### config.mk
export PLATFORM = sky130hd
export DESIGN_NAME = scl_clock_ctrl
export DESIGN_NICKNAME = d
export VERILOG_FILES = /design/src/scl_pkg.sv /design/src/scl_lock_det.sv /design/src/scl_clock_ctrl.sv
export VERILOG_INCLUDE_DIRS = /design/src
export SDC_FILE = /design/constraint.sdc
export NUM_CORES = 1
export LEC_CHECK = 0
export BUFFER_PORTS_ARGS = -buffer_cell sky130_fd_sc_hd__buf_2
export CORE_UTILIZATION = 30
export CTS_BUF_LIST = sky130_fd_sc_hd__clkbuf_4
export DETAILED_ROUTE_END_ITERATION = 6
export MAX_ROUTING_LAYER = met4
export PLACE_DENSITY_LB_ADDON = 0.12
export SLEW_MARGIN = 0
export SYNTH_ARGS = -nofsm -noshare
export SYNTH_HDL_FRONTEND = slang
export SYNTH_SLANG_ARGS = --single-unit
export TNS_END_PERCENT = 100
### constraint.sdc
create_clock -name MCLK -period 3.2 [get_ports MCLK]
set_input_delay 0.64 -clock MCLK [delete_from_list [all_inputs] [get_ports MCLK]]
set_output_delay 0.64 -clock MCLK [all_outputs]
set_load 0.01 [all_outputs]
### src/scl_params.svh
`ifndef SCL_PARAMS_SVH
`define SCL_PARAMS_SVH

// Control register layout: frequency controls in the upper byte
`define SCL_CTRL_BYTE_LSB   8
`define SCL_CTRL_W_BIT      15
`define SCL_CTRL_X_BIT      14
`define SCL_CTRL_Y_MSB      13
`define SCL_CTRL_Y_LSB      8
`define SCL_CTRL_LOCK_BIT   3
`define SCL_CTRL_RST        8'h3F
`define SCL_LOCK_MASK       16'h0008

// Reference prescale for the high range: divide by 128
`define SCL_HI_DIV_LAST     7'h7F

// Lock detector: tolerance in MCLK cycles and matching periods needed
`define SCL_LOCK_TOL        16'h0002
`define SCL_LOCK_HITS       3'h4
`define SCL_PER_MAX         16'hFFFF

// Multiplier used when the synthesizer is bypassed
`define SCL_MULT_BYPASS     12'h001
`define SCL_MULT_RST        12'h100

`endif

### src/scl_pkg.sv
package scl_pkg;

  typedef enum logic [1:0] {
    ST_RESET = 2'b00,
    ST_WAIT  = 2'b01,
    ST_RUN   = 2'b10
  } scl_state_t;

  typedef logic [11:0] scl_mult_t;

endpackage : scl_pkg

### src/scl_lock_det.sv
`timescale 1ns/1ps
`default_nettype none
`include "scl_params.svh"

module scl_lock_det (
  // Clock and reset
  input  wire logic clk,
  input  wire logic rst,
  // Comparator inputs
  input  wire logic restart,
  input  wire logic ref_tick,
  input  wire logic fb_tick,
  // Status
  output var  logic locked
);

  logic [15:0] ref_cnt_q;
  logic [15:0] fb_cnt_q;
  logic [15:0] fb_per_q;
  logic [2:0]  hits_q;
  logic [15:0] diff;
  logic        match;

  // Periods measured in MCLK cycles; counters saturate when a source stalls
  assign diff  = (ref_cnt_q > fb_per_q) ? (ref_cnt_q - fb_per_q) : (fb_per_q - ref_cnt_q);
  assign match = (fb_per_q != 16'h0000) && (ref_cnt_q != 16'h0000) && (diff <= `SCL_LOCK_TOL);

  always_ff @(posedge clk) begin
    if (rst || restart) begin
      ref_cnt_q <= 16'h0000;
      fb_cnt_q  <= 16'h0000;
      fb_per_q  <= 16'h0000;
      hits_q    <= 3'h0;
      locked    <= 1'b0;
    end else begin
      ref_cnt_q <= ref_tick ? 16'h0000 : ((ref_cnt_q == `SCL_PER_MAX) ? ref_cnt_q : ref_cnt_q + 16'h0001);
      fb_cnt_q  <= fb_tick ? 16'h0000 : ((fb_cnt_q == `SCL_PER_MAX) ? fb_cnt_q : fb_cnt_q + 16'h0001);
      if (fb_tick) begin
        fb_per_q <= fb_cnt_q;
      end
      if (ref_tick) begin
        if (!match) begin
          hits_q <= 3'h0;
        end else if (hits_q != `SCL_LOCK_HITS) begin
          hits_q <= hits_q + 3'h1;
        end
      end
      locked <= (hits_q == `SCL_LOCK_HITS);
    end
  end

  lock_needs_hits_a: assert property (
    @(posedge clk) disable iff (rst)
    $rose(locked) |-> $past(hits_q) == `SCL_LOCK_HITS)
    else $error("Lock rose without enough matching periods");

  restart_unlock_a: assert property (
    @(posedge clk) disable iff (rst)
    restart |=> !locked [*2])
    else $error("Lock held across a comparator input change");

endmodule : scl_lock_det
`default_nettype wire

### src/scl_clock_ctrl.sv
// Function
// - With the source-select pin high during reset, the system clock comes from the synthesizer fed by the reference input.
// - With the pin low during reset, the synthesizer is bypassed and the frequency controls have no effect.
// - The pin must be held at the mode level through reset and serves as port F bit zero only afterwards.
// - In the high reference range the reference is divided by 128 before reaching the loop.
// - Lock is declared once the divided feedback matches the (possibly divided) reference.
// - The lock condition is readable as a flag in the control register.
// - Any change of a comparator input drops the lock flag until relock.
// - In synthesizer mode the chip is kept in reset until the synthesizer reports lock; in bypass it is released without waiting.
// - Register contents are kept unchanged when the clock rate changes.
// - The upper byte holds the controls; the multiplier is 4 times (modulus plus one) times 2 to the (2W+X).
// - The divide-select bit changes the rate without relock; prescale tap or modulus changes force relock.
// - After reset the controls give modulus 63 with W and X cleared, a multiplier of 256.
`timescale 1ns/1ps
`default_nettype none
`include "scl_params.svh"

module scl_clock_ctrl (
  // Clock and reset
  input  wire logic        MCLK,
  input  wire logic        SYS_RST,
  // Pins
  input  wire logic        CLK_SRC_SEL_PIN,
  input  wire logic        REF_CLK_IN,
  input  wire logic        VCO_FB_IN,
  // Configuration
  input  wire logic        HIGH_RANGE_SEL,
  // Control register write
  input  wire logic        CTRL_WR,
  input  wire logic [15:0] CTRL_WDATA,
  // Status and clock controls
  output var  logic [15:0] CTRL_RDATA,
  output var  logic        SYNTH_LOCK_FLAG,
  output var  logic        SYNTH_MODE,
  output var  logic [11:0] SYS_CLK_MULT,
  output var  logic [10:0] VCO_FB_DIV,
  output var  logic        CHIP_RST_HOLD,
  output var  logic        PORT_F_BIT_ZERO
);

  // Multiplier 4*(Y+1)*2^(2W+X); feedback divisor is the same with X forced low
  function automatic scl_pkg::scl_mult_t mult_f(input logic w, input logic x, input logic [5:0] y);
    scl_pkg::scl_mult_t b;
    b = {6'h00, y} + 12'h001;
    b = b << 2;
    if (w) begin
      b = b << 2;
    end
    if (x) begin
      b = b << 1;
    end
    mult_f = b;
  endfunction : mult_f

  logic              src_s1_q;
  logic              src_s2_q;
  logic              ref_s1_q;
  logic              ref_s2_q;
  logic              ref_s3_q;
  logic              fb_s1_q;
  logic              fb_s2_q;
  logic              fb_s3_q;
  logic              mode_q;
  logic [7:0]        ctrl_q;
  logic [6:0]        hdiv_q;
  logic [10:0]       fbcnt_q;
  logic              hr_q;
  logic              relock_q;
  scl_pkg::scl_state_t state_q;
  scl_pkg::scl_state_t state_d;

  wire logic         ref_rise;
  wire logic         fb_rise;
  wire logic         eff_ref_tick;
  wire logic         fb_tick;
  wire logic         fb_change;
  wire logic         relock_d;
  wire logic         det_restart;
  wire logic         det_locked;
  wire logic         lock_now;
  wire logic         ctl_w;
  wire logic         ctl_x;
  wire logic [5:0]   ctl_y;
  wire logic [10:0]  fb_div;
  wire scl_pkg::scl_mult_t mult_now;

  assign ctl_w    = ctrl_q[`SCL_CTRL_W_BIT - `SCL_CTRL_BYTE_LSB];
  assign ctl_x    = ctrl_q[`SCL_CTRL_X_BIT - `SCL_CTRL_BYTE_LSB];
  assign ctl_y    = ctrl_q[`SCL_CTRL_Y_MSB - `SCL_CTRL_BYTE_LSB:`SCL_CTRL_Y_LSB - `SCL_CTRL_BYTE_LSB];
  assign mult_now = mult_f(ctl_w, ctl_x, ctl_y);
  assign fb_div   = 11'(mult_f(ctl_w, 1'b0, ctl_y));

  // Edge detectors read only the second and third stages
  assign ref_rise     = ref_s2_q & ~ref_s3_q;
  assign fb_rise      = fb_s2_q & ~fb_s3_q;
  assign eff_ref_tick = HIGH_RANGE_SEL ? (ref_rise && (hdiv_q == `SCL_HI_DIV_LAST)) : ref_rise;
  assign fb_tick      = fb_rise && (fbcnt_q == fb_div - 11'h001);

  // X sits outside the feedback loop, so only W and Y count as a change
  assign fb_change   = CTRL_WR && ((CTRL_WDATA[`SCL_CTRL_W_BIT] != ctl_w) ||
                       (CTRL_WDATA[`SCL_CTRL_Y_MSB:`SCL_CTRL_Y_LSB] != ctl_y));
  assign relock_d    = fb_change || (HIGH_RANGE_SEL != hr_q);
  assign det_restart = relock_q || !mode_q;
  assign lock_now    = mode_q && det_locked && !relock_q;

  // Input synchronisers
  always_ff @(posedge MCLK) begin
    src_s1_q <= CLK_SRC_SEL_PIN;
    src_s2_q <= src_s1_q;
    ref_s1_q <= REF_CLK_IN;
    ref_s2_q <= ref_s1_q;
    ref_s3_q <= ref_s2_q;
    fb_s1_q  <= VCO_FB_IN;
    fb_s2_q  <= fb_s1_q;
    fb_s3_q  <= fb_s2_q;
  end

  // Mode strap follows the pin only while reset is held
  always_ff @(posedge MCLK) begin
    if (SYS_RST) begin
      mode_q <= src_s2_q;
    end
  end

  // Only reset or a write touches the controls; a rate change alone leaves them alone
  always_ff @(posedge MCLK) begin
    if (SYS_RST) begin
      ctrl_q <= `SCL_CTRL_RST;
    end else if (CTRL_WR) begin
      ctrl_q <= CTRL_WDATA[`SCL_CTRL_W_BIT:`SCL_CTRL_BYTE_LSB];
    end
  end

  always_ff @(posedge MCLK) begin
    if (SYS_RST) begin
      hdiv_q   <= 7'h00;
      fbcnt_q  <= 11'h000;
      hr_q     <= HIGH_RANGE_SEL;
      relock_q <= 1'b0;
    end else begin
      hdiv_q   <= ref_rise ? hdiv_q + 7'h01 : hdiv_q;
      fbcnt_q  <= (relock_q || fb_tick) ? 11'h000 : (fb_rise ? fbcnt_q + 11'h001 : fbcnt_q);
      hr_q     <= HIGH_RANGE_SEL;
      relock_q <= relock_d;
    end
  end

  scl_lock_det u_lock_det (
    .clk      (MCLK),
    .rst      (SYS_RST),
    .restart  (det_restart),
    .ref_tick (eff_ref_tick),
    .fb_tick  (fb_tick),
    .locked   (det_locked)
  );

  // Reset release waits for lock in synthesizer mode only; a later relock does not reassert it
  always_comb begin
    state_d = state_q;
    case (state_q)
      scl_pkg::ST_RESET: begin
        state_d = scl_pkg::ST_WAIT;
      end
      scl_pkg::ST_WAIT: begin
        if (!mode_q || det_locked) begin
          state_d = scl_pkg::ST_RUN;
        end
      end
      scl_pkg::ST_RUN: begin
        state_d = scl_pkg::ST_RUN;
      end
      default: begin
        state_d = scl_pkg::ST_RESET;
      end
    endcase
  end

  always_ff @(posedge MCLK) begin
    if (SYS_RST) begin
      state_q         <= scl_pkg::ST_RESET;
      CHIP_RST_HOLD   <= 1'b1;
      SYNTH_LOCK_FLAG <= 1'b0;
      SYNTH_MODE      <= 1'b0;
      SYS_CLK_MULT    <= `SCL_MULT_BYPASS;
      VCO_FB_DIV      <= 11'h000;
      CTRL_RDATA      <= 16'h0000;
      PORT_F_BIT_ZERO <= 1'b0;
    end else begin
      state_q         <= state_d;
      CHIP_RST_HOLD   <= (state_d != scl_pkg::ST_RUN);
      SYNTH_LOCK_FLAG <= lock_now;
      SYNTH_MODE      <= mode_q;
      SYS_CLK_MULT    <= mode_q ? mult_now : `SCL_MULT_BYPASS;
      VCO_FB_DIV      <= mode_q ? fb_div : 11'h000;
      CTRL_RDATA      <= {ctrl_q, 4'h0, lock_now, 3'h0};
      PORT_F_BIT_ZERO <= src_s2_q;
    end
  end

  synth_select_a: assert property (
    @(posedge MCLK) SYS_RST && src_s2_q ##1 !SYS_RST |-> mode_q ##1 SYNTH_MODE)
    else $error("High strap did not select the synthesizer");

  bypass_mult_a: assert property (
    @(posedge MCLK) disable iff (SYS_RST)
    !mode_q |=> SYS_CLK_MULT == `SCL_MULT_BYPASS)
    else $error("Frequency controls acted in bypass mode");

  port_after_rst_a: assert property (
    @(posedge MCLK) SYS_RST |=> !PORT_F_BIT_ZERO)
    else $error("Port bit driven during reset");

  hi_range_div_a: assert property (
    @(posedge MCLK) disable iff (SYS_RST)
    HIGH_RANGE_SEL && eff_ref_tick |-> ref_rise && hdiv_q == `SCL_HI_DIV_LAST)
    else $error("High range reference not divided by 128");

  // Prescaler must step once per reference edge and wrap after 128
  hdiv_step_a: assert property (
    @(posedge MCLK) disable iff (SYS_RST)
    ref_rise |=> hdiv_q == $past(hdiv_q) + 7'h01)
    else $error("Reference prescaler skipped a count");

  lock_flag_read_a: assert property (
    @(posedge MCLK) disable iff (SYS_RST)
    CTRL_RDATA[`SCL_CTRL_LOCK_BIT] == SYNTH_LOCK_FLAG)
    else $error("Lock flag and register bit disagree");

  relock_drop_a: assert property (
    @(posedge MCLK) disable iff (SYS_RST)
    relock_q |=> !SYNTH_LOCK_FLAG ##1 !SYNTH_LOCK_FLAG)
    else $error("Lock flag stayed up after a feedback change");

  rst_until_lock_a: assert property (
    @(posedge MCLK) disable iff (SYS_RST)
    $fell(CHIP_RST_HOLD) |-> !SYNTH_MODE || $past(det_locked, 1))
    else $error("Reset released before lock");

  ctrl_kept_a: assert property (
    @(posedge MCLK) disable iff (SYS_RST)
    !CTRL_WR |=> $stable(ctrl_q))
    else $error("Control register changed without a write");

  x_no_relock_a: assert property (
    @(posedge MCLK) disable iff (SYS_RST)
    CTRL_WR && !fb_change && HIGH_RANGE_SEL == hr_q |=> !relock_q)
    else $error("Divide select forced a relock");

  reset_mult_a: assert property (
    @(posedge MCLK) SYS_RST ##1 !SYS_RST && !CTRL_WR && mode_q |=> SYS_CLK_MULT == `SCL_MULT_RST)
    else $error("Reset multiplier is not 256");

  lock_read_only_a: assert property (
    @(posedge MCLK) disable iff (SYS_RST)
    CTRL_WR && CTRL_WDATA[`SCL_CTRL_LOCK_BIT] && !det_locked ##1 !det_locked
    |=> !SYNTH_LOCK_FLAG && !CTRL_RDATA[`SCL_CTRL_LOCK_BIT])
    else $error("Write set the lock flag");

endmodule : scl_clock_ctrl
`default_nettype wire

**After elaboration in Yosys (flattened, before gate mapping)**

Index checks and enable logic that the tools add are counted.

- Add/subtract/negate cells: 9
- Reductions and logical operators: 23
- Eq/ne operators: 13
- Bitwise operators: 5
- Order comparisons: 2
- Muxes and demuxes: 8

Operators with widths:

| operator | count |
|---|---|
| adder 16 x 1 -> 16 bit, second input constant | 2 |
| equality test 16 bit, second input constant | 2 |
| nonzero test 16 bit | 2 |
| subtractor 16 bit | 2 |
| 2-to-1 mux 12 bit | 2 |
| greater-than comparator 16 bit | 1 |
| <= comparator 16 x 2 -> 1 bit, second input constant | 1 |
| 2-to-1 mux 16 bit | 1 |
| adder 11 x 1 -> 11 bit, second input constant | 1 |
| equality test 11 bit | 1 |
| subtractor 11 x 1 -> 11 bit, second input constant | 1 |
| OR reduction 2 bit | 4 |
| adder 6 x 1 -> 7 bit, second input constant | 1 |
| adder 7 x 1 -> 7 bit, second input constant | 1 |
| equality test 7 bit, second input constant | 1 |
| logical AND 1 bit | 7 |
| logical OR 1 bit | 6 |
| 2-to-1 mux 3 bit | 2 |
| != test 6 bit | 1 |
| one-hot mux 2 bit (3 select lines) | 1 |
| != test 2 bit, second input constant | 2 |
| adder 3 x 1 -> 3 bit, second input constant | 1 |
| equality test 3 bit, second input constant | 1 |
| != test 3 bit, second input constant | 1 |
| other kinds (10) | 15 |

- Output and inout port bits: 43
- Word-level logic and storage cells: 88
- Input port bits: 23
- Register bits: 134

**Longest topological paths before layout**

Gate-level depths: netlist of run 1.

- Word-level depth: 7
- Gate-level depth with buffers: 16
- Depth with buffers taken out: 13

**Modules after synthesis**

From an unflattened synthesis of run 1, not the netlist that was laid out.

- Cell total of the unflattened synthesis: 832
- Area total of the unflattened synthesis: 7161.9 um2

By module, submodules not included:

| module | cells each | instances | area each (um2) | seq. area each (um2) |
|---|---|---|---|---|
| scl_lock_det | 508 | 1 | 3991.3 | 1041.0 |
| scl_clock_ctrl | 324 | 1 | 3170.5 | 1431.4 |

**Worst setup path after synthesis of run 1**

Ideal clock, no wire load.

- Path kind: flip-flop to flip-flop
- From: register u_lock_det.ref_cnt_q[0]
- To: register u_lock_det.hits_q[2]
- Period minus slack after synthesis: 3.256 ns
- Path buffers: 1
- Setup time: 0.079 ns
- Setup slack: -0.056 ns
- Arrival time: 3.176 ns
- Required time: 3.121 ns
- Stages on the path, launching flop included: 15
- Cells stage by stage: dfxtp_1 > inv_1 > ha_1 > fa_1 > nor2b_1 > o211ai_1 > o2bb2ai_2 > o22ai_1 > or2_1 > buf_2 > a21oi_1 > or4_1 > a221oi_2 > o2111ai_1 > a211oi_2

- Cells in the longest elaborated chain, start to end: 6
- Elaborated cells on any way between the ends: 11
- Those cells by class: 2 x add/sub; 2 x order compare; 1 x eq/ne; 2 x mux; 4 x reduce/logical

Ends and longest elaborated chain:

| element | RTL line | source |
|---|---|---|
| from (decl) | scl_lock_det.sv:17 | `logic [15:0] ref_cnt_q;` |
| from (signal assigned) | scl_lock_det.sv:36 | `` ref_cnt_q <= ref_tick ? 16'h0000 : ((ref_cnt_q == `SCL_PER_MAX) ? ref_cnt_q : ref_cnt_q + 16'h0001); `` |
| subtractor 16 bit / greater-than comparator 16 bit (equally long branches) | scl_lock_det.sv:25 | `assign diff = (ref_cnt_q > fb_per_q) ? (ref_cnt_q - fb_per_q) : (fb_per_q - ref_cnt_q);` |
| 2-to-1 mux 16 bit | scl_lock_det.sv:25 |  |
| <= comparator 16 x 2 -> 1 bit (no line) | -- |  |
| logical AND 1 bit (*) | scl_lock_det.sv:26 | `` assign match = (fb_per_q != 16'h0000) && (ref_cnt_q != 16'h0000) && (diff <= `SCL_LOCK_TOL); `` |
| != test 2 bit (no line) | -- |  |
| AND reduction 2 bit (no line) | -- |  |
| to (signal assigned) | scl_lock_det.sv:45 | `hits_q <= hits_q + 3'h1;` |
| to (decl) | scl_lock_det.sv:20 | `logic [2:0] hits_q;` |

Mark *: on every way between the ends. The rest lies on a longest branch, timed or not.
A chain may end at the register's enable or synchronous reset.

**Final worst setup path of run 1**

- From: register u_lock_det.fb_per_q[0]
- To: register u_lock_det.hits_q[1]

- Cells in the longest elaborated chain, start to end: 6
- Elaborated cells on any way between the ends: 11
- Those cells by class: 2 x add/sub; 2 x order compare; 1 x eq/ne; 2 x mux; 4 x reduce/logical

Ends and longest elaborated chain:

| element | RTL line | source |
|---|---|---|
| from (decl) | scl_lock_det.sv:19 | `logic [15:0] fb_per_q;` |
| from (signal assigned) | scl_lock_det.sv:39 | `fb_per_q <= fb_cnt_q;` |
| subtractor 16 bit / greater-than comparator 16 bit (equally long branches) | scl_lock_det.sv:25 |  |
| 2-to-1 mux 16 bit | scl_lock_det.sv:25 |  |
| <= comparator 16 x 2 -> 1 bit (no line) | -- |  |
| logical AND 1 bit (*) | scl_lock_det.sv:26 |  |
| != test 2 bit (no line) | -- |  |
| AND reduction 2 bit (no line) | -- |  |

Marked as above.

==> metrics.txt, run 1 <==
# TYPE chip_impl_metric gauge
chip_impl_info{name="run_status",value="completed"} 1
chip_impl_metric{name="fin_crit",unit="ps"} 3100
chip_impl_info{name="final_common_cell",value="sky130_fd_sc_hd__nor2_1"} 1
chip_impl_metric{name="timing.final.crit_share",unit="%"} 96.9
chip_impl_metric{name="syn_avg_cell_area",unit="µm²"} 8.28
chip_impl_metric{name="grt_overflow",unit=""} 0
chip_impl_metric{name="synthToLayoutAreaGrowth",unit="%"} 27.2
chip_impl_metric{name="final_number_of_hold_violating_endpoints",unit=""} 0
chip_impl_info{name="clock-root-buffer",value="sky130_fd_sc_hd__clkbuf_4"} 1
chip_impl_metric{name="fmaxAchievable",unit="MHz"} 323
chip_impl_metric{name="grt_usage",unit="%"} 16.6
chip_impl_metric{name="drt_iter0_drc",unit=""} 286
chip_impl_metric{name="clock_tree.buffer_depth",unit=""} 2
chip_impl_metric{name="final_cell_count_no_fill",unit=""} 1308
chip_impl_metric{name="dp_cells",unit=""} 1268
chip_impl_metric{name="nets",unit=""} 1046
chip_impl_info{name="unrepaired_setup_endpoints_after_global_routing",value="yes"} 1
chip_impl_metric{name="yosysWarningCount",unit=""} 0
chip_impl_info{name="postSynth.topFlopCell",value="sky130_fd_sc_hd__dfxtp_1"} 1
chip_impl_info{name="path_class",value="reg2reg"} 1
chip_impl_metric{name="routabilityCongestion",unit=""} 0.826
chip_impl_metric{name="final_layout_size_suffix_gt1_share",unit="%"} 26.2
chip_impl_metric{name="worst-slew-pin-transition",unit="ps"} 588
chip_impl_metric{name="synth_async_sr_flop_share",unit="%"} 0
chip_impl_metric{name="drc_markers",unit=""} 0
chip_impl_metric{name="drt-vias-per-instance",unit=""} 4.64
chip_impl_metric{name="hpwlAfterDp",unit="µm"} 14400
chip_impl_metric{name="required",unit="ps"} 3650
chip_impl_metric{name="syn_inst",unit=""} 855
chip_impl_metric{name="total_via_count_in_the_routed_design",unit=""} 6074
chip_impl_info{name="mostFrequentLayoutCells",value="sky130_fd_sc_hd__nor2_1, sky130_fd_sc_hd__dfxtp_1, sky130_fd_sc_hd__buf_4"} 1
chip_impl_info{name="critical_path_top_delay_cell",value="sky130_fd_sc_hd__or4_4"} 1
chip_impl_metric{name="power_density",unit="nW/µm²"} 377
chip_impl_info{name="regToRegEndpoint",value="u_lock_det.hits_q[1]"} 1
chip_impl_metric{name="cts_max_level",unit=""} 4
chip_impl_metric{name="postRouteWirelength",unit="µm"} 18700
chip_impl_metric{name="synth_sequential_area_ratio",unit="%"} 34.9
chip_impl_metric{name="number_of_antenna_violating_nets_in_the_routed_design",unit=""} 0
chip_impl_metric{name="routedWlPerCell",unit="µm"} 14.3
chip_impl_metric{name="synth_edf_count",unit=""} 1
chip_impl_metric{name="ffs_latches_synth",unit=""} 123
chip_impl_metric{name="syn_area",unit="µm²"} 7080
chip_impl_metric{name="floorplan.die.width",unit="µm"} 156
chip_impl_info{name="endpoint",value="u_lock_det.hits_q[1]"} 1
chip_impl_metric{name="first_pass_grt_wire_length",unit="µm"} 30500
chip_impl_info{name="critical_path.cell_chain",value="buf_6 > ha_4 > fa_2 > nor2b_2 > o211ai_1 > o2bb2ai_2 > o22ai_2 > or2_4 > a21oi_2 > or4_4 > a221oi_4 > buf_4 > o2111ai_2 > o31ai_1"} 1
chip_impl_metric{name="finalSetupViolCount",unit=""} 0
chip_impl_metric{name="maxCapViolCount",unit=""} 0
chip_impl_metric{name="via_count_of_the_first_global_routing_pass",unit=""} 5815
chip_impl_metric{name="final_design_area_excluding_fillers",unit="µm²"} 9000
chip_impl_metric{name="design.die.area",unit="µm²"} 24200
chip_impl_metric{name="critPathMaxStageDelay",unit="ps"} 440
chip_impl_info{name="critPathLaunchType",value="register"} 1
chip_impl_metric{name="grt_antenna_before_repair",unit=""} 1
chip_impl_metric{name="grt_start_max_net_pins",unit=""} 30
chip_impl_metric{name="design.portCount",unit=""} 66
chip_impl_metric{name="std_cell_rows",unit=""} 55
chip_impl_metric{name="maxSlewViolCount",unit=""} 0
chip_impl_info{name="hp-class",value="in2reg"} 1
chip_impl_metric{name="final_layout_fill_cell_count",unit=""} 2369
chip_impl_metric{name="post_synth_cell_types",unit=""} 69
chip_impl_metric{name="clock_transition_time_at_the_flip_flop_clock_pins_of_the_worst_setup_and_hold_paths",unit="ps"} 130
chip_impl_metric{name="worst-r2r-setup-slack",unit="ps"} 100
chip_impl_metric{name="detailedRoute.firstPassIterationCount",unit=""} 6
chip_impl_info{name="endpoint_kind",value="register"} 1
chip_impl_info{name="critical_path_startpoint",value="u_lock_det.fb_per_q[0]"} 1
chip_impl_metric{name="finish.utilization",unit="%"} 39.3
chip_impl_metric{name="clk_latency",unit="ps"} 540
chip_impl_metric{name="floorplan.initialDensity",unit="%"} 30.9
chip_impl_metric{name="power.static_leakage",unit="nW"} 3.66
chip_impl_metric{name="hold_path_cell_cnt",unit=""} 1
chip_impl_metric{name="placed_cell_area",unit="µm²"} 8220
chip_impl_info{name="tritoncts",value="yes"} 1
chip_impl_metric{name="report.power.total",unit="mW"} 3.39
chip_impl_metric{name="port_buffers",unit=""} 47
chip_impl_metric{name="slew-limit-headroom",unit="%"} 60.7
chip_impl_metric{name="ff2ff_path_depth",unit=""} 14
chip_impl_metric{name="numCtsBuffers",unit=""} 17
chip_impl_metric{name="clock_sinks",unit=""} 123
chip_impl_metric{name="max-vdd-ir-drop",unit="mV"} 0.205
chip_impl_metric{name="die_height",unit="µm"} 156
chip_impl_metric{name="path_max_fanout",unit=""} 4
chip_impl_metric{name="core-area",unit="µm²"} 22900
chip_impl_metric{name="crit_arrival",unit="ps"} 3550
chip_impl_info{name="rr_startpoint",value="u_lock_det.fb_per_q[0]"} 1
chip_impl_metric{name="clock-skew-final",unit="ps"} 28.6
logic make-up after synthesis:
| logic type | Yosys count | share of synthesized area, % |
|---|---|---|
| adder cells (fa/ha/maj) | 42 | 7.64 |
| multiplexers | 31 | 4.44 |
| AO/OA/AOI/OAI | 154 | 14.7 |
| flip-flops | 123 | 34.9 |
| other | 1 | 0.0530 |
| AND/OR/NAND/NOR | 331 | 22.9 |
| XOR/XNOR | 68 | 8.42 |
| buffers and inverters | 105 | 6.90 |
Yosys cell counts (3+ instances only):
library cell / number / area share (%)
sky130_fd_sc_hd__nand2b_1: 8 / 0.71
sky130_fd_sc_hd__dfxtp_1: 122 / 35
sky130_fd_sc_hd__o22ai_1: 4 / 0.35
sky130_fd_sc_hd__mux2_2: 3 / 0.48
sky130_fd_sc_hd__buf_2: 15 / 1.1
sky130_fd_sc_hd__o31ai_1: 6 / 0.64
sky130_fd_sc_hd__buf_4: 14 / 1.5
sky130_fd_sc_hd__a31oi_1: 8 / 0.71
sky130_fd_sc_hd__nor4_1: 12 / 1.1
sky130_fd_sc_hd__o21ai_0: 23 / 1.6
sky130_fd_sc_hd__or3_1: 4 / 0.35
sky130_fd_sc_hd__nand3_1: 28 / 2.0
sky130_fd_sc_hd__a21oi_1: 45 / 3.2
sky130_fd_sc_hd__nor3b_1: 4 / 0.42
sky130_fd_sc_hd__a211o_1: 8 / 0.99
sky130_fd_sc_hd__a21o_1: 7 / 0.74
sky130_fd_sc_hd__o21a_1: 4 / 0.42
sky130_fd_sc_hd__or2_2: 5 / 0.44
sky130_fd_sc_hd__clkbuf_1: 19 / 1.0
sky130_fd_sc_hd__a211oi_1: 6 / 0.64
sky130_fd_sc_hd__o211ai_1: 8 / 0.85
sky130_fd_sc_hd__nor3_1: 21 / 1.5
sky130_fd_sc_hd__nor2_1: 124 / 6.6
sky130_fd_sc_hd__xnor2_1: 37 / 4.6
sky130_fd_sc_hd__inv_1: 52 / 2.8
sky130_fd_sc_hd__nand4_1: 20 / 1.8
sky130_fd_sc_hd__ha_1: 40 / 7.1
sky130_fd_sc_hd__mux2i_1: 28 / 4.0
sky130_fd_sc_hd__and3_1: 10 / 0.88
sky130_fd_sc_hd__xor2_1: 31 / 3.8
sky130_fd_sc_hd__and2_1: 5 / 0.44
sky130_fd_sc_hd__nand2_1: 51 / 2.7
sky130_fd_sc_hd__o2111ai_1: 7 / 0.87
sky130_fd_sc_hd__nor4b_1: 3 / 0.37
sky130_fd_sc_hd__nor2b_1: 26 / 2.3
sky130_fd_sc_hd__buf_6: 3 / 0.48
state kept, by name, summed over array words and instances (netlist names), 2 cells and up:
| signal | cells |
|---|---|
| VCO_FB_DIV | 9 |
| state_q | 2 |
| fbcnt_q | 11 |
| SYS_CLK_MULT | 11 |
| hdiv_q | 7 |
| CTRL_RDATA | 9 |
| u_lock_det.fb_cnt_q | 16 |
| ctrl_q | 8 |
| u_lock_det.hits_q | 3 |
| u_lock_det.ref_cnt_q | 16 |
| u_lock_det.fb_per_q | 16 |
final cells by class:
cell class              instances  area, µm²  area share, %
multi-input cells             636       4510           50.1
flip-flops and latches        123       2490           27.6
repair buffers                151       1050           11.7
well taps                     313        392           4.35
clock inverters                14        229           2.54
inverters                      52        195           2.17
clock buffers                  18        135           1.50
diodes                          1       2.50         0.0278
timing repair:
action | 4_1_cts | 5_1_grt
resized for setup | 25 | 48
pin swaps | 17 | 19
setup endpoints to repair | 3 | 46
setup buffers | 7 | 1
hold buffers | 0 | 0
critical path: cells and delay by family, from the launching register on:
kind	cells	cell delay [ps]
adder cells (fa/ha/maj)	2	510
AO/OA/AOI/OAI	7	1050
buffers and inverters	2	290
flip-flops	1	380
AND/OR/NAND/NOR	3	780
stage by stage:
stage | worst slack (ps) | hold WS (ps) | TNS (ps)
5_1_grt | -64.8 | 118 | -178
4_1_cts | -0.380 | 125 | -0.380
6_report | 99.6 | 195 | 0
2_1_floorplan | 16.5 | 310 | 0
3_3_place_gp | -112 | 313 | -233
3_5_place_dp | -136 | 314 | -348
metal layers:
layer  track usage (%)  wire [µm]  part of all wire (%)
met3              2.61        478                   2.6
met5                 -          0                     0
met1              23.5       9860                    53
met4              5.79        170                  0.91
met2              23.9       8230                    44
where the power goes:
group | internal (mW) | total, mW | switching [mW]
registers | 1.58 | 1.61 | 0.0318
clock network | 0.726 | 1.39 | 0.663
logic | 0.173 | 0.395 | 0.222
worst min-delay path by stage:
stage	from	endpoint	slack (ps)
floorplan	fb_s1_q	fb_s2_q	310
global placement	fb_s1_q	fb_s2_q	310
detailed placement	fb_s1_q	fb_s2_q	310
CTS	VCO_FB_IN	fb_s1_q	120
global route	VCO_FB_IN	fb_s1_q	120
finish	VCO_FB_IN	fb_s1_q	190
Note: power is estimated with default switching activity, not from simulation.
==> inputs of run 2 (changes only) <==
--- a/config.mk
+++ b/config.mk
@@ -9,2 +9,4 @@
 export BUFFER_PORTS_ARGS = -buffer_cell sky130_fd_sc_hd__buf_2
+export CELL_PAD_IN_SITES_DETAIL_PLACEMENT = 1
+export CELL_PAD_IN_SITES_GLOBAL_PLACEMENT = 1
 export CORE_UTILIZATION = 30
==> constraint.sdc (replaced) <==
create_clock -name MCLK -period 3.2 [get_ports MCLK]
set_input_delay 0.16 -clock MCLK [delete_from_list [all_inputs] [get_ports MCLK]]
set_output_delay 0.16 -clock MCLK [all_outputs]
set_load 0.01 [all_outputs]
==> run 2 against run 1 <==
Compared with the run above:
- the flow now finishes with violations (setup timing)
- hold slack worse by 120 ps
- flip-flop and latch count is the same
- critical path type unchanged
- die area did not move
- register-to-register slack lost 120 ps
==> metrics.txt, run 2 (synthesized netlist as in run 1, its figures left out) <==
# TYPE chip_impl_metric gauge
chip_impl_metric{name="port_buffers",unit=""} 47
chip_impl_info{name="path_class",value="reg2reg"} 1
chip_impl_metric{name="synthToLayoutAreaGrowth",unit="%"} 29.1
chip_impl_metric{name="finalSetupViolCount",unit=""} 2
chip_impl_metric{name="detailedRoute.firstPassIterationCount",unit=""} 4
chip_impl_metric{name="cts_max_level",unit=""} 4
chip_impl_metric{name="power_density",unit="nW/µm²"} 332
chip_impl_metric{name="clock-skew-final",unit="ps"} 21.2
chip_impl_metric{name="worst-slew-pin-transition",unit="ps"} 692
chip_impl_metric{name="floorplan.initialDensity",unit="%"} 30.9
chip_impl_metric{name="max-vdd-ir-drop",unit="mV"} 0.203
chip_impl_metric{name="design.die.area",unit="µm²"} 24200
chip_impl_metric{name="finalWorstSetupSlack",unit="ps"} -22.3
chip_impl_metric{name="total_via_count_in_the_routed_design",unit=""} 6453
chip_impl_metric{name="std_cell_rows",unit=""} 55
chip_impl_metric{name="grt_antenna_before_repair",unit=""} 1
chip_impl_info{name="unrepaired_setup_endpoints_after_global_routing",value="yes"} 1
chip_impl_metric{name="nets",unit=""} 1077
chip_impl_metric{name="post-place-ws",unit="ps"} -247
chip_impl_info{name="cell_mode_on_critical_path",value="sky130_fd_sc_hd__buf_4"} 1
chip_impl_metric{name="power.static_leakage",unit="nW"} 3.74
chip_impl_metric{name="grt_overflow",unit=""} 0
chip_impl_metric{name="grt_start_max_net_pins",unit=""} 31
chip_impl_info{name="critical_path_top_delay_cell",value="sky130_fd_sc_hd__fa_2"} 1
chip_impl_metric{name="number_of_antenna_violating_nets_in_the_routed_design",unit=""} 0
chip_impl_metric{name="crit_arrival",unit="ps"} 3680
chip_impl_metric{name="fin_crit",unit="ps"} 3220
chip_impl_metric{name="maxCapViolCount",unit=""} 0
chip_impl_metric{name="critPathMaxStageDelay",unit="ps"} 370
chip_impl_info{name="hp-class",value="in2reg"} 1
chip_impl_metric{name="tns",unit="ps"} -22.6
chip_impl_info{name="tritoncts",value="yes"} 1
chip_impl_metric{name="required",unit="ps"} 3660
chip_impl_metric{name="clk_latency",unit="ps"} 540
chip_impl_info{name="critPathLaunchType",value="register"} 1
chip_impl_metric{name="postRouteWirelength",unit="µm"} 21100
chip_impl_metric{name="maxSlewViolCount",unit=""} 0
chip_impl_info{name="endpoint_kind",value="register"} 1
chip_impl_metric{name="clock_transition_time_at_the_flip_flop_clock_pins_of_the_worst_setup_and_hold_paths",unit="ps"} 130
chip_impl_info{name="critical_path.cell_chain",value="buf_4 > ha_4 > fa_2 > nor2b_2 > o211ai_1 > buf_4 > a21oi_2 > mux2i_1 > nand4_1 > o41ai_2 > a21oi_1 > a21oi_2 > buf_4 > o2111ai_2 > a211oi_2"} 1
chip_impl_metric{name="first_pass_grt_wire_length",unit="µm"} 34400
chip_impl_metric{name="design.portCount",unit=""} 66
chip_impl_metric{name="timing.final.crit_share",unit="%"} 101
chip_impl_info{name="reg_top3",value="u_lock_det.fb_cnt_q x16, u_lock_det.fb_per_q x16, u_lock_det.ref_cnt_q x16"} 1
chip_impl_info{name="final_common_cell",value="sky130_fd_sc_hd__nor2_1"} 1
chip_impl_metric{name="slew-limit-headroom",unit="%"} 53.9
chip_impl_metric{name="fmaxAchievable",unit="MHz"} 310
chip_impl_info{name="run_status",value="finished with violations"} 1
chip_impl_metric{name="final_layout_size_suffix_gt1_share",unit="%"} 26.4
chip_impl_info{name="mostFrequentLayoutCells",value="sky130_fd_sc_hd__nor2_1, sky130_fd_sc_hd__buf_4, sky130_fd_sc_hd__dfxtp_1"} 1
chip_impl_metric{name="via_count_of_the_first_global_routing_pass",unit=""} 6464
chip_impl_metric{name="final_number_of_hold_violating_endpoints",unit=""} 0
chip_impl_metric{name="numCtsBuffers",unit=""} 17
chip_impl_metric{name="routedWlPerCell",unit="µm"} 15.8
chip_impl_metric{name="clock_sinks",unit=""} 123
chip_impl_info{name="failed_checks",value="setup timing"} 1
chip_impl_metric{name="routabilityCongestion",unit=""} 0.826
chip_impl_metric{name="clock_tree.buffer_depth",unit=""} 2
chip_impl_metric{name="path_max_fanout",unit=""} 3
chip_impl_metric{name="report.power.total",unit="mW"} 3.03
chip_impl_metric{name="die_height",unit="µm"} 156
chip_impl_metric{name="drc_markers",unit=""} 0
chip_impl_info{name="clock-root-buffer",value="sky130_fd_sc_hd__clkbuf_4"} 1
chip_impl_metric{name="floorplan.die.width",unit="µm"} 156
chip_impl_metric{name="critical_path_buf_inv_count",unit=""} 3
chip_impl_info{name="crit_family",value="compound AO/OA/AOI/OAI gates"} 1
chip_impl_metric{name="drt_iter0_drc",unit=""} 236
chip_impl_metric{name="grt_usage",unit="%"} 18.9
chip_impl_metric{name="drt-vias-per-instance",unit=""} 4.81
chip_impl_metric{name="core-area",unit="µm²"} 22900
chip_impl_metric{name="hpwlAfterDp",unit="µm"} 16300
chip_impl_metric{name="final_layout_fill_cell_count",unit=""} 2764
## run 2: layout make-up
cell class              count  area (µm²)  share of cell area [%]
inverters                  52         195                    2.14
clock inverters            15         124                    1.36
well taps                 313         392                    4.29
clock buffers              17         128                    1.40
multi-input cells         636        4510                    49.3
diodes                      3        7.51                  0.0821
repair buffers            182        1300                    14.3
flip-flops and latches    123        2480                    27.1
## run 2: routing by layer
metal | part of all wire [%] | track usage, % | vias to the layer above
met3 | 2.7 | 3.11 | 13
met2 | 43 | 27.6 | 67
met5 | 0 | - | -
met1 | 53 | 26.6 | 3115
met4 | 0.81 | 4.90 | 0
li1 | - | - | 3258
## run 2: what timing repair did
item / in CTS / in global routing
resized for setup: 40 / 27
hold endpoints to repair: 13 / 0
hold buffers: 12 / 0
pin swaps: 15 / 17
setup endpoints to repair: 3 / 46
setup buffers: 4 / 2
## run 2: worst reg2reg max path: stages, from the launching register on
cell and delay [ps]:
sky130_fd_sc_hd__dfxtp_2 350, sky130_fd_sc_hd__buf_4 150, sky130_fd_sc_hd__ha_4 160, sky130_fd_sc_hd__fa_2 370
sky130_fd_sc_hd__nor2b_2 170, sky130_fd_sc_hd__o211ai_1 170, sky130_fd_sc_hd__buf_4 180, sky130_fd_sc_hd__a21oi_2 120
sky130_fd_sc_hd__mux2i_1 190, sky130_fd_sc_hd__nand4_1 190, sky130_fd_sc_hd__o41ai_2 370, sky130_fd_sc_hd__a21oi_1 100
sky130_fd_sc_hd__a21oi_2 160, sky130_fd_sc_hd__buf_4 150, sky130_fd_sc_hd__o2111ai_2 110, sky130_fd_sc_hd__a211oi_2 190
## run 2: path summary, 6_finish.rpt
check | from | end | slack, ps | cells past startpoint
worst min-delay path | CTRL_WR | relock_q | 70 | 3
worst max-delay path | u_lock_det.fb_per_q[0] | u_lock_det.hits_q[2] | -20 | 15
worst max register to register | u_lock_det.fb_per_q[0] | u_lock_det.hits_q[2] | -20 | 15
worst min register to register | src_s1_q | src_s2_q | 340 | 0
## run 2: power breakdown
| group | switching, mW | leakage, nW | internal, mW |
|---|---|---|---|
| combinational | 0.227 | 2.59 | 0.185 |
| sequential | 0.0316 | 1.01 | 1.58 |
| clock | 0.628 | 0.135 | 0.384 |
| total | 0.886 | 3.74 | 2.14 |
## run 2: metrics by stage
| stage | hold slack (ps) | cells | cell area [µm²] | util (%) |
|---|---|---|---|---|
| 6_report | 70.1 | 1341 | 9140 | 39.9 |
| 5_1_grt | 21.7 | 1341 | 9140 | 39.9 |
| 4_1_cts | 18.4 | 1336 | 8960 | 39.1 |
| 3_5_place_dp | 265 | 1288 | 8360 | 36.5 |
| 3_3_place_gp | 263 | 1288 | 8360 | 36.5 |
| 2_1_floorplan | 188 | 864 | 7130 | - |
==> inputs of run 3 (changes only) <==
- SKIP_LAST_GASP: default -> 1
- SYNTH_HIERARCHICAL: default -> 1
==> run 3 against run 2 <==
Compared with the run above:
- the flow now finishes without violations
- final area fell by 3.9%
- clock power rose by 9.9%
- routed wire length rose by 0.21%
- first-iteration DRC count rose by 18%
- utilization fell by 2.4 points
- die area rose by 1.2%
- power rose by 5.1%
- clock skew rose by 8.1 ps
- setup slack improved by 33 ps
- critical path depth fell by 3
- critical path type unchanged
- critical endpoint is now u_lock_det/hits_q[0]
- largest power group unchanged
- highest routed layer unchanged
==> metrics.txt, run 3 <==
# TYPE chip_impl_metric gauge
chip_impl_metric{name="grt_overflow",unit=""} 0
chip_impl_metric{name="routedWlPerCell",unit="µm"} 16.5
chip_impl_metric{name="hold_path_cell_cnt",unit=""} 2
chip_impl_metric{name="std_cell_rows",unit=""} 56
chip_impl_metric{name="number_of_antenna_violating_nets_in_the_routed_design",unit=""} 0
chip_impl_metric{name="finish.utilization",unit="%"} 37.4
chip_impl_info{name="crit_family",value="compound AO/OA/AOI/OAI gates"} 1
chip_impl_metric{name="grt_start_max_net_pins",unit=""} 21
chip_impl_metric{name="design.portCount",unit=""} 66
chip_impl_info{name="hold_start",value="CLK_SRC_SEL_PIN"} 1
chip_impl_metric{name="fin_crit",unit="ps"} 3190
chip_impl_metric{name="crit_arrival",unit="ps"} 3640
chip_impl_info{name="critical_path_top_delay_cell",value="sky130_fd_sc_hd__or4_4"} 1
chip_impl_metric{name="grt_use_met1",unit="%"} 23.9
chip_impl_info{name="worstHoldEndpoint",value="src_s1_q"} 1
chip_impl_metric{name="hpwlAfterDp",unit="µm"} 16100
chip_impl_info{name="largest_family_of_logic_cells_by_synthesized_area",value="simple AND/OR/NAND/NOR gates"} 1
chip_impl_metric{name="timing.final.crit_share",unit="%"} 99.7
chip_impl_metric{name="detailedRoute.firstPassIterationCount",unit=""} 4
chip_impl_metric{name="post_synth_cell_types",unit=""} 72
chip_impl_metric{name="synthToLayoutAreaGrowth",unit="%"} 22.7
chip_impl_metric{name="via_count_of_the_first_global_routing_pass",unit=""} 6582
chip_impl_metric{name="share_of_cell_area_taken_by_muxes_after_synthesis",unit="%"} 5.56
chip_impl_metric{name="grt_antenna_before_repair",unit=""} 1
chip_impl_metric{name="synth_sequential_area_ratio",unit="%"} 34.5
chip_impl_metric{name="postRouteWirelength",unit="µm"} 21200
chip_impl_metric{name="power_density",unit="nW/µm²"} 363
chip_impl_metric{name="post_synth_fa_ha_maj_area_fraction",unit="%"} 7.55
chip_impl_metric{name="clock_sinks",unit=""} 123
chip_impl_info{name="globalRoute.busiestLayer",value="met2"} 1
chip_impl_metric{name="final_design_area_excluding_fillers",unit="µm²"} 8790
chip_impl_metric{name="worst-slew-pin-transition",unit="ps"} 766
chip_impl_metric{name="drc_markers",unit=""} 0
chip_impl_info{name="tritoncts",value="yes"} 1
chip_impl_metric{name="globalRouteMet3Util",unit="%"} 2.63
chip_impl_metric{name="worst-r2r-setup-slack",unit="ps"} 10
chip_impl_metric{name="port_buffers",unit=""} 47
chip_impl_metric{name="clock-skew-final",unit="ps"} 29.3
chip_impl_metric{name="synth_xor_xnor_area_share",unit="%"} 9.49
chip_impl_metric{name="clock_tree.buffer_depth",unit=""} 2
chip_impl_metric{name="maxCapViolCount",unit=""} 0
chip_impl_info{name="postSynth.topFlopCell",value="sky130_fd_sc_hd__dfxtp_1"} 1
chip_impl_metric{name="required",unit="ps"} 3650
chip_impl_metric{name="placed_cell_area",unit="µm²"} 8100
chip_impl_metric{name="synth_compound_gate_area_share",unit="%"} 13.9
chip_impl_metric{name="maxSlewViolCount",unit=""} 0
chip_impl_metric{name="final_number_of_hold_violating_endpoints",unit=""} 0
chip_impl_metric{name="finalSetupViolCount",unit=""} 0
chip_impl_info{name="synth.top_cells.by_count",value="sky130_fd_sc_hd__dfxtp_1, sky130_fd_sc_hd__nor2_1, sky130_fd_sc_hd__nand2_1, sky130_fd_sc_hd__inv_1, sky130_fd_sc_hd__a21oi_1"} 1
chip_impl_metric{name="floorplan.die.width",unit="µm"} 157
chip_impl_info{name="unrepaired_setup_endpoints_after_global_routing",value="yes"} 1
chip_impl_metric{name="drt-vias-per-instance",unit=""} 4.87
chip_impl_info{name="mostFrequentLayoutCells",value="sky130_fd_sc_hd__dfxtp_1, sky130_fd_sc_hd__nor2_1, sky130_fd_sc_hd__buf_4"} 1
chip_impl_info{name="clock-root-buffer",value="sky130_fd_sc_hd__clkbuf_4"} 1
chip_impl_metric{name="synth_top_cell_area_share",unit="%"} 34.1
chip_impl_metric{name="met2_track_demand_over_resource_in_global_routing",unit="%"} 28.8
chip_impl_metric{name="max-vdd-ir-drop",unit="mV"} 0.226
chip_impl_metric{name="synthSimpleGateAreaFrac",unit="%"} 22.3
chip_impl_metric{name="synth_async_sr_flop_share",unit="%"} 0
chip_impl_info{name="yosys_top_cell_by_area",value="sky130_fd_sc_hd__dfxtp_1"} 1
chip_impl_metric{name="clock_transition_time_at_the_flip_flop_clock_pins_of_the_worst_setup_and_hold_paths",unit="ps"} 130
chip_impl_metric{name="drt_iter0_drc",unit=""} 278
chip_impl_metric{name="clk_latency",unit="ps"} 530
chip_impl_metric{name="power.static_leakage",unit="nW"} 3.49
chip_impl_metric{name="register_area",unit="µm²"} 2480
chip_impl_info{name="regToRegEndpoint",value="u_lock_det/hits_q[0]"} 1
chip_impl_metric{name="syn_area",unit="µm²"} 7160
chip_impl_info{name="rr_startpoint",value="u_lock_det/ref_cnt_q[0]"} 1
chip_impl_metric{name="core-area",unit="µm²"} 23500
chip_impl_info{name="synth.most_common_cell",value="sky130_fd_sc_hd__dfxtp_1"} 1
chip_impl_info{name="synthTopCellsByArea",value="sky130_fd_sc_hd__dfxtp_1, sky130_fd_sc_hd__ha_1, sky130_fd_sc_hd__nor2_1"} 1
chip_impl_info{name="critPathLaunchType",value="register"} 1
chip_impl_info{name="path_class",value="reg2reg"} 1
chip_impl_metric{name="ffs_latches_synth",unit=""} 123
chip_impl_info{name="final_common_cell",value="sky130_fd_sc_hd__dfxtp_1"} 1
chip_impl_metric{name="critPathMaxStageDelay",unit="ps"} 420
chip_impl_metric{name="floorplan.initialDensity",unit="%"} 30.5
chip_impl_metric{name="cts_max_level",unit=""} 4
chip_impl_metric{name="slew-limit-headroom",unit="%"} 48.9
chip_impl_info{name="hp-class",value="in2reg"} 1
chip_impl_metric{name="critical_path_buf_inv_count",unit=""} 1
chip_impl_metric{name="numCtsBuffers",unit=""} 17
chip_impl_metric{name="nets",unit=""} 1017
chip_impl_metric{name="design.die.area",unit="µm²"} 24500
chip_impl_info{name="endpoint_kind",value="register"} 1
chip_impl_metric{name="grt_usage",unit="%"} 18.3
chip_impl_info{name="critical_path_startpoint",value="u_lock_det/ref_cnt_q[0]"} 1
chip_impl_metric{name="total_via_count_in_the_routed_design",unit=""} 6255
chip_impl_metric{name="fmaxAchievable",unit="MHz"} 314
chip_impl_metric{name="area_used_by_multi_input_combinational_logic",unit="µm²"} 4360
chip_impl_metric{name="final_layout_fill_cell_count",unit=""} 2776
chip_impl_metric{name="syn_avg_cell_area",unit="µm²"} 8.61
chip_impl_metric{name="syn_inst",unit=""} 832
chip_impl_info{name="run_status",value="completed"} 1
chip_impl_metric{name="routabilityCongestion",unit=""} 0.833
chip_impl_metric{name="ff2ff_path_depth",unit=""} 12
chip_impl_info{name="reg_top3",value="u_lock_det/fb_cnt_q x16, u_lock_det/fb_per_q x16, u_lock_det/ref_cnt_q x16"} 1
chip_impl_metric{name="yosysWarningCount",unit=""} 6
chip_impl_metric{name="path_max_fanout",unit=""} 3
chip_impl_metric{name="final_layout_size_suffix_gt1_share",unit="%"} 20.8
chip_impl_info{name="critical_path.cell_chain",value="inv_2 > ha_4 > fa_2 > nand2b_4 > a211o_1 > a31o_4 > a21oi_4 > mux2_4 > or4_4 > a211oi_2 > a41oi_2 > nor3_1"} 1
chip_impl_metric{name="first_pass_grt_wire_length",unit="µm"} 34100
chip_impl_metric{name="die_height",unit="µm"} 157
chip_impl_metric{name="synth_edf_count",unit=""} 1
run 3: cell count changes after synthesis, moves of 5 or more:
cell,previous run,this run
sky130_fd_sc_hd__buf_2,15,10
sky130_fd_sc_hd__mux2i_1,28,36
sky130_fd_sc_hd__nor2b_1,26,14
sky130_fd_sc_hd__nor4_2,0,10
sky130_fd_sc_hd__o2111ai_1,7,2
sky130_fd_sc_hd__nor2_1,124,103
sky130_fd_sc_hd__nor4_1,12,17
run 3: how the worst max path moves through the flow:
stage                      endpoint  slack (ps)  depth (start not counted)
4_1_cts        u_lock_det/hits_q[1]         -30                         12
3_5_place_dp   u_lock_det/hits_q[0]         -50                         12
2_1_floorplan  u_lock_det/hits_q[0]          20                         12
3_3_place_gp   u_lock_det/hits_q[1]           7                         12
6_report       u_lock_det/hits_q[0]          10                         12
5_1_grt        u_lock_det/hits_q[1]        -100                         12
run 3: cell families (layout without fill, tap and decap cells):
kind of cell / count (synthesis) / after routing
buffers and inverters: 104 / 228
muxes: 39 / 39
adders and majority gates: 42 / 42
and+or+nand+nor: 306 / 306
other: 1 / 11
xor gates and xnor gates: 76 / 76
AOI/OAI and AO/OA: 141 / 141
DFF: 123 / 123
run 3: worst reg2reg max path, delay by kind of cell, from the launching register on:
| family | cells | cell delay [ps] |
|---|---|---|
| AND/OR/NAND/NOR | 3 | 760 |
| multiplexers | 1 | 320 |
| adder cells (fa/ha/maj) | 2 | 500 |
| buffers and inverters | 1 | 50 |
| flip-flops | 1 | 360 |
| AO/OA/AOI/OAI | 5 | 1110 |
run 3: per-stage QoR:
| stage | TNS [ps] | cells | power [mW] | worst slack, ps | hold slack, ps |
|---|---|---|---|---|---|
| finish | 0 | 1285 | 3.19 | 10.7 | 268 |
| global route | -265 | 1285 | 3.36 | -99.9 | 205 |
| CTS | -56.6 | 1279 | 3.23 | -29.0 | 185 |
| detailed placement | -96.0 | 1223 | 2.06 | -54.0 | 264 |
| global placement | 0 | 1223 | 2.05 | 6.59 | 263 |
| floorplan | 0 | 841 | 1.93 | 19.8 | 188 |
run 3: what timing repair did:
| action | CTS | global route |
|---|---|---|
| buffers inserted | 2 | 4 |
| pin swaps | 6 | 8 |
| endpoints found under the setup margin | 3 | 28 |
| hold buffers | 22 | 0 |
| endpoints found under the hold margin | 20 | 0 |
| cloned | 0 | 1 |
| gates resized for setup | 5 | 15 |
run 3: cell type report:
class	count	share of cell area [%]
clock buffer	18	1.54
sequential	123	28.2
clock inverter	14	1.65
multi-input combinational	614	49.6
tap	319	4.54
antenna	1	0.0285
inverter	53	2.26
timing repair buffer	143	12.1
run 3: where the power goes:
group | switching (mW) | leakage (nW) | internal (mW)
Combinational | 0.249 | 2.35 | 0.209
Sequential | 0.0378 | 1.00 | 1.58
Clock | 0.640 | 0.143 | 0.474
run 3: per-layer routing:
metal  wire length (µm)  up-vias  share of wire, %
met1              10600     3038                50
met5                  0        -                 0
met3                383       28               1.8
met2               9830       66                46
met4                342        0               1.6
li1                   -     3123                 -
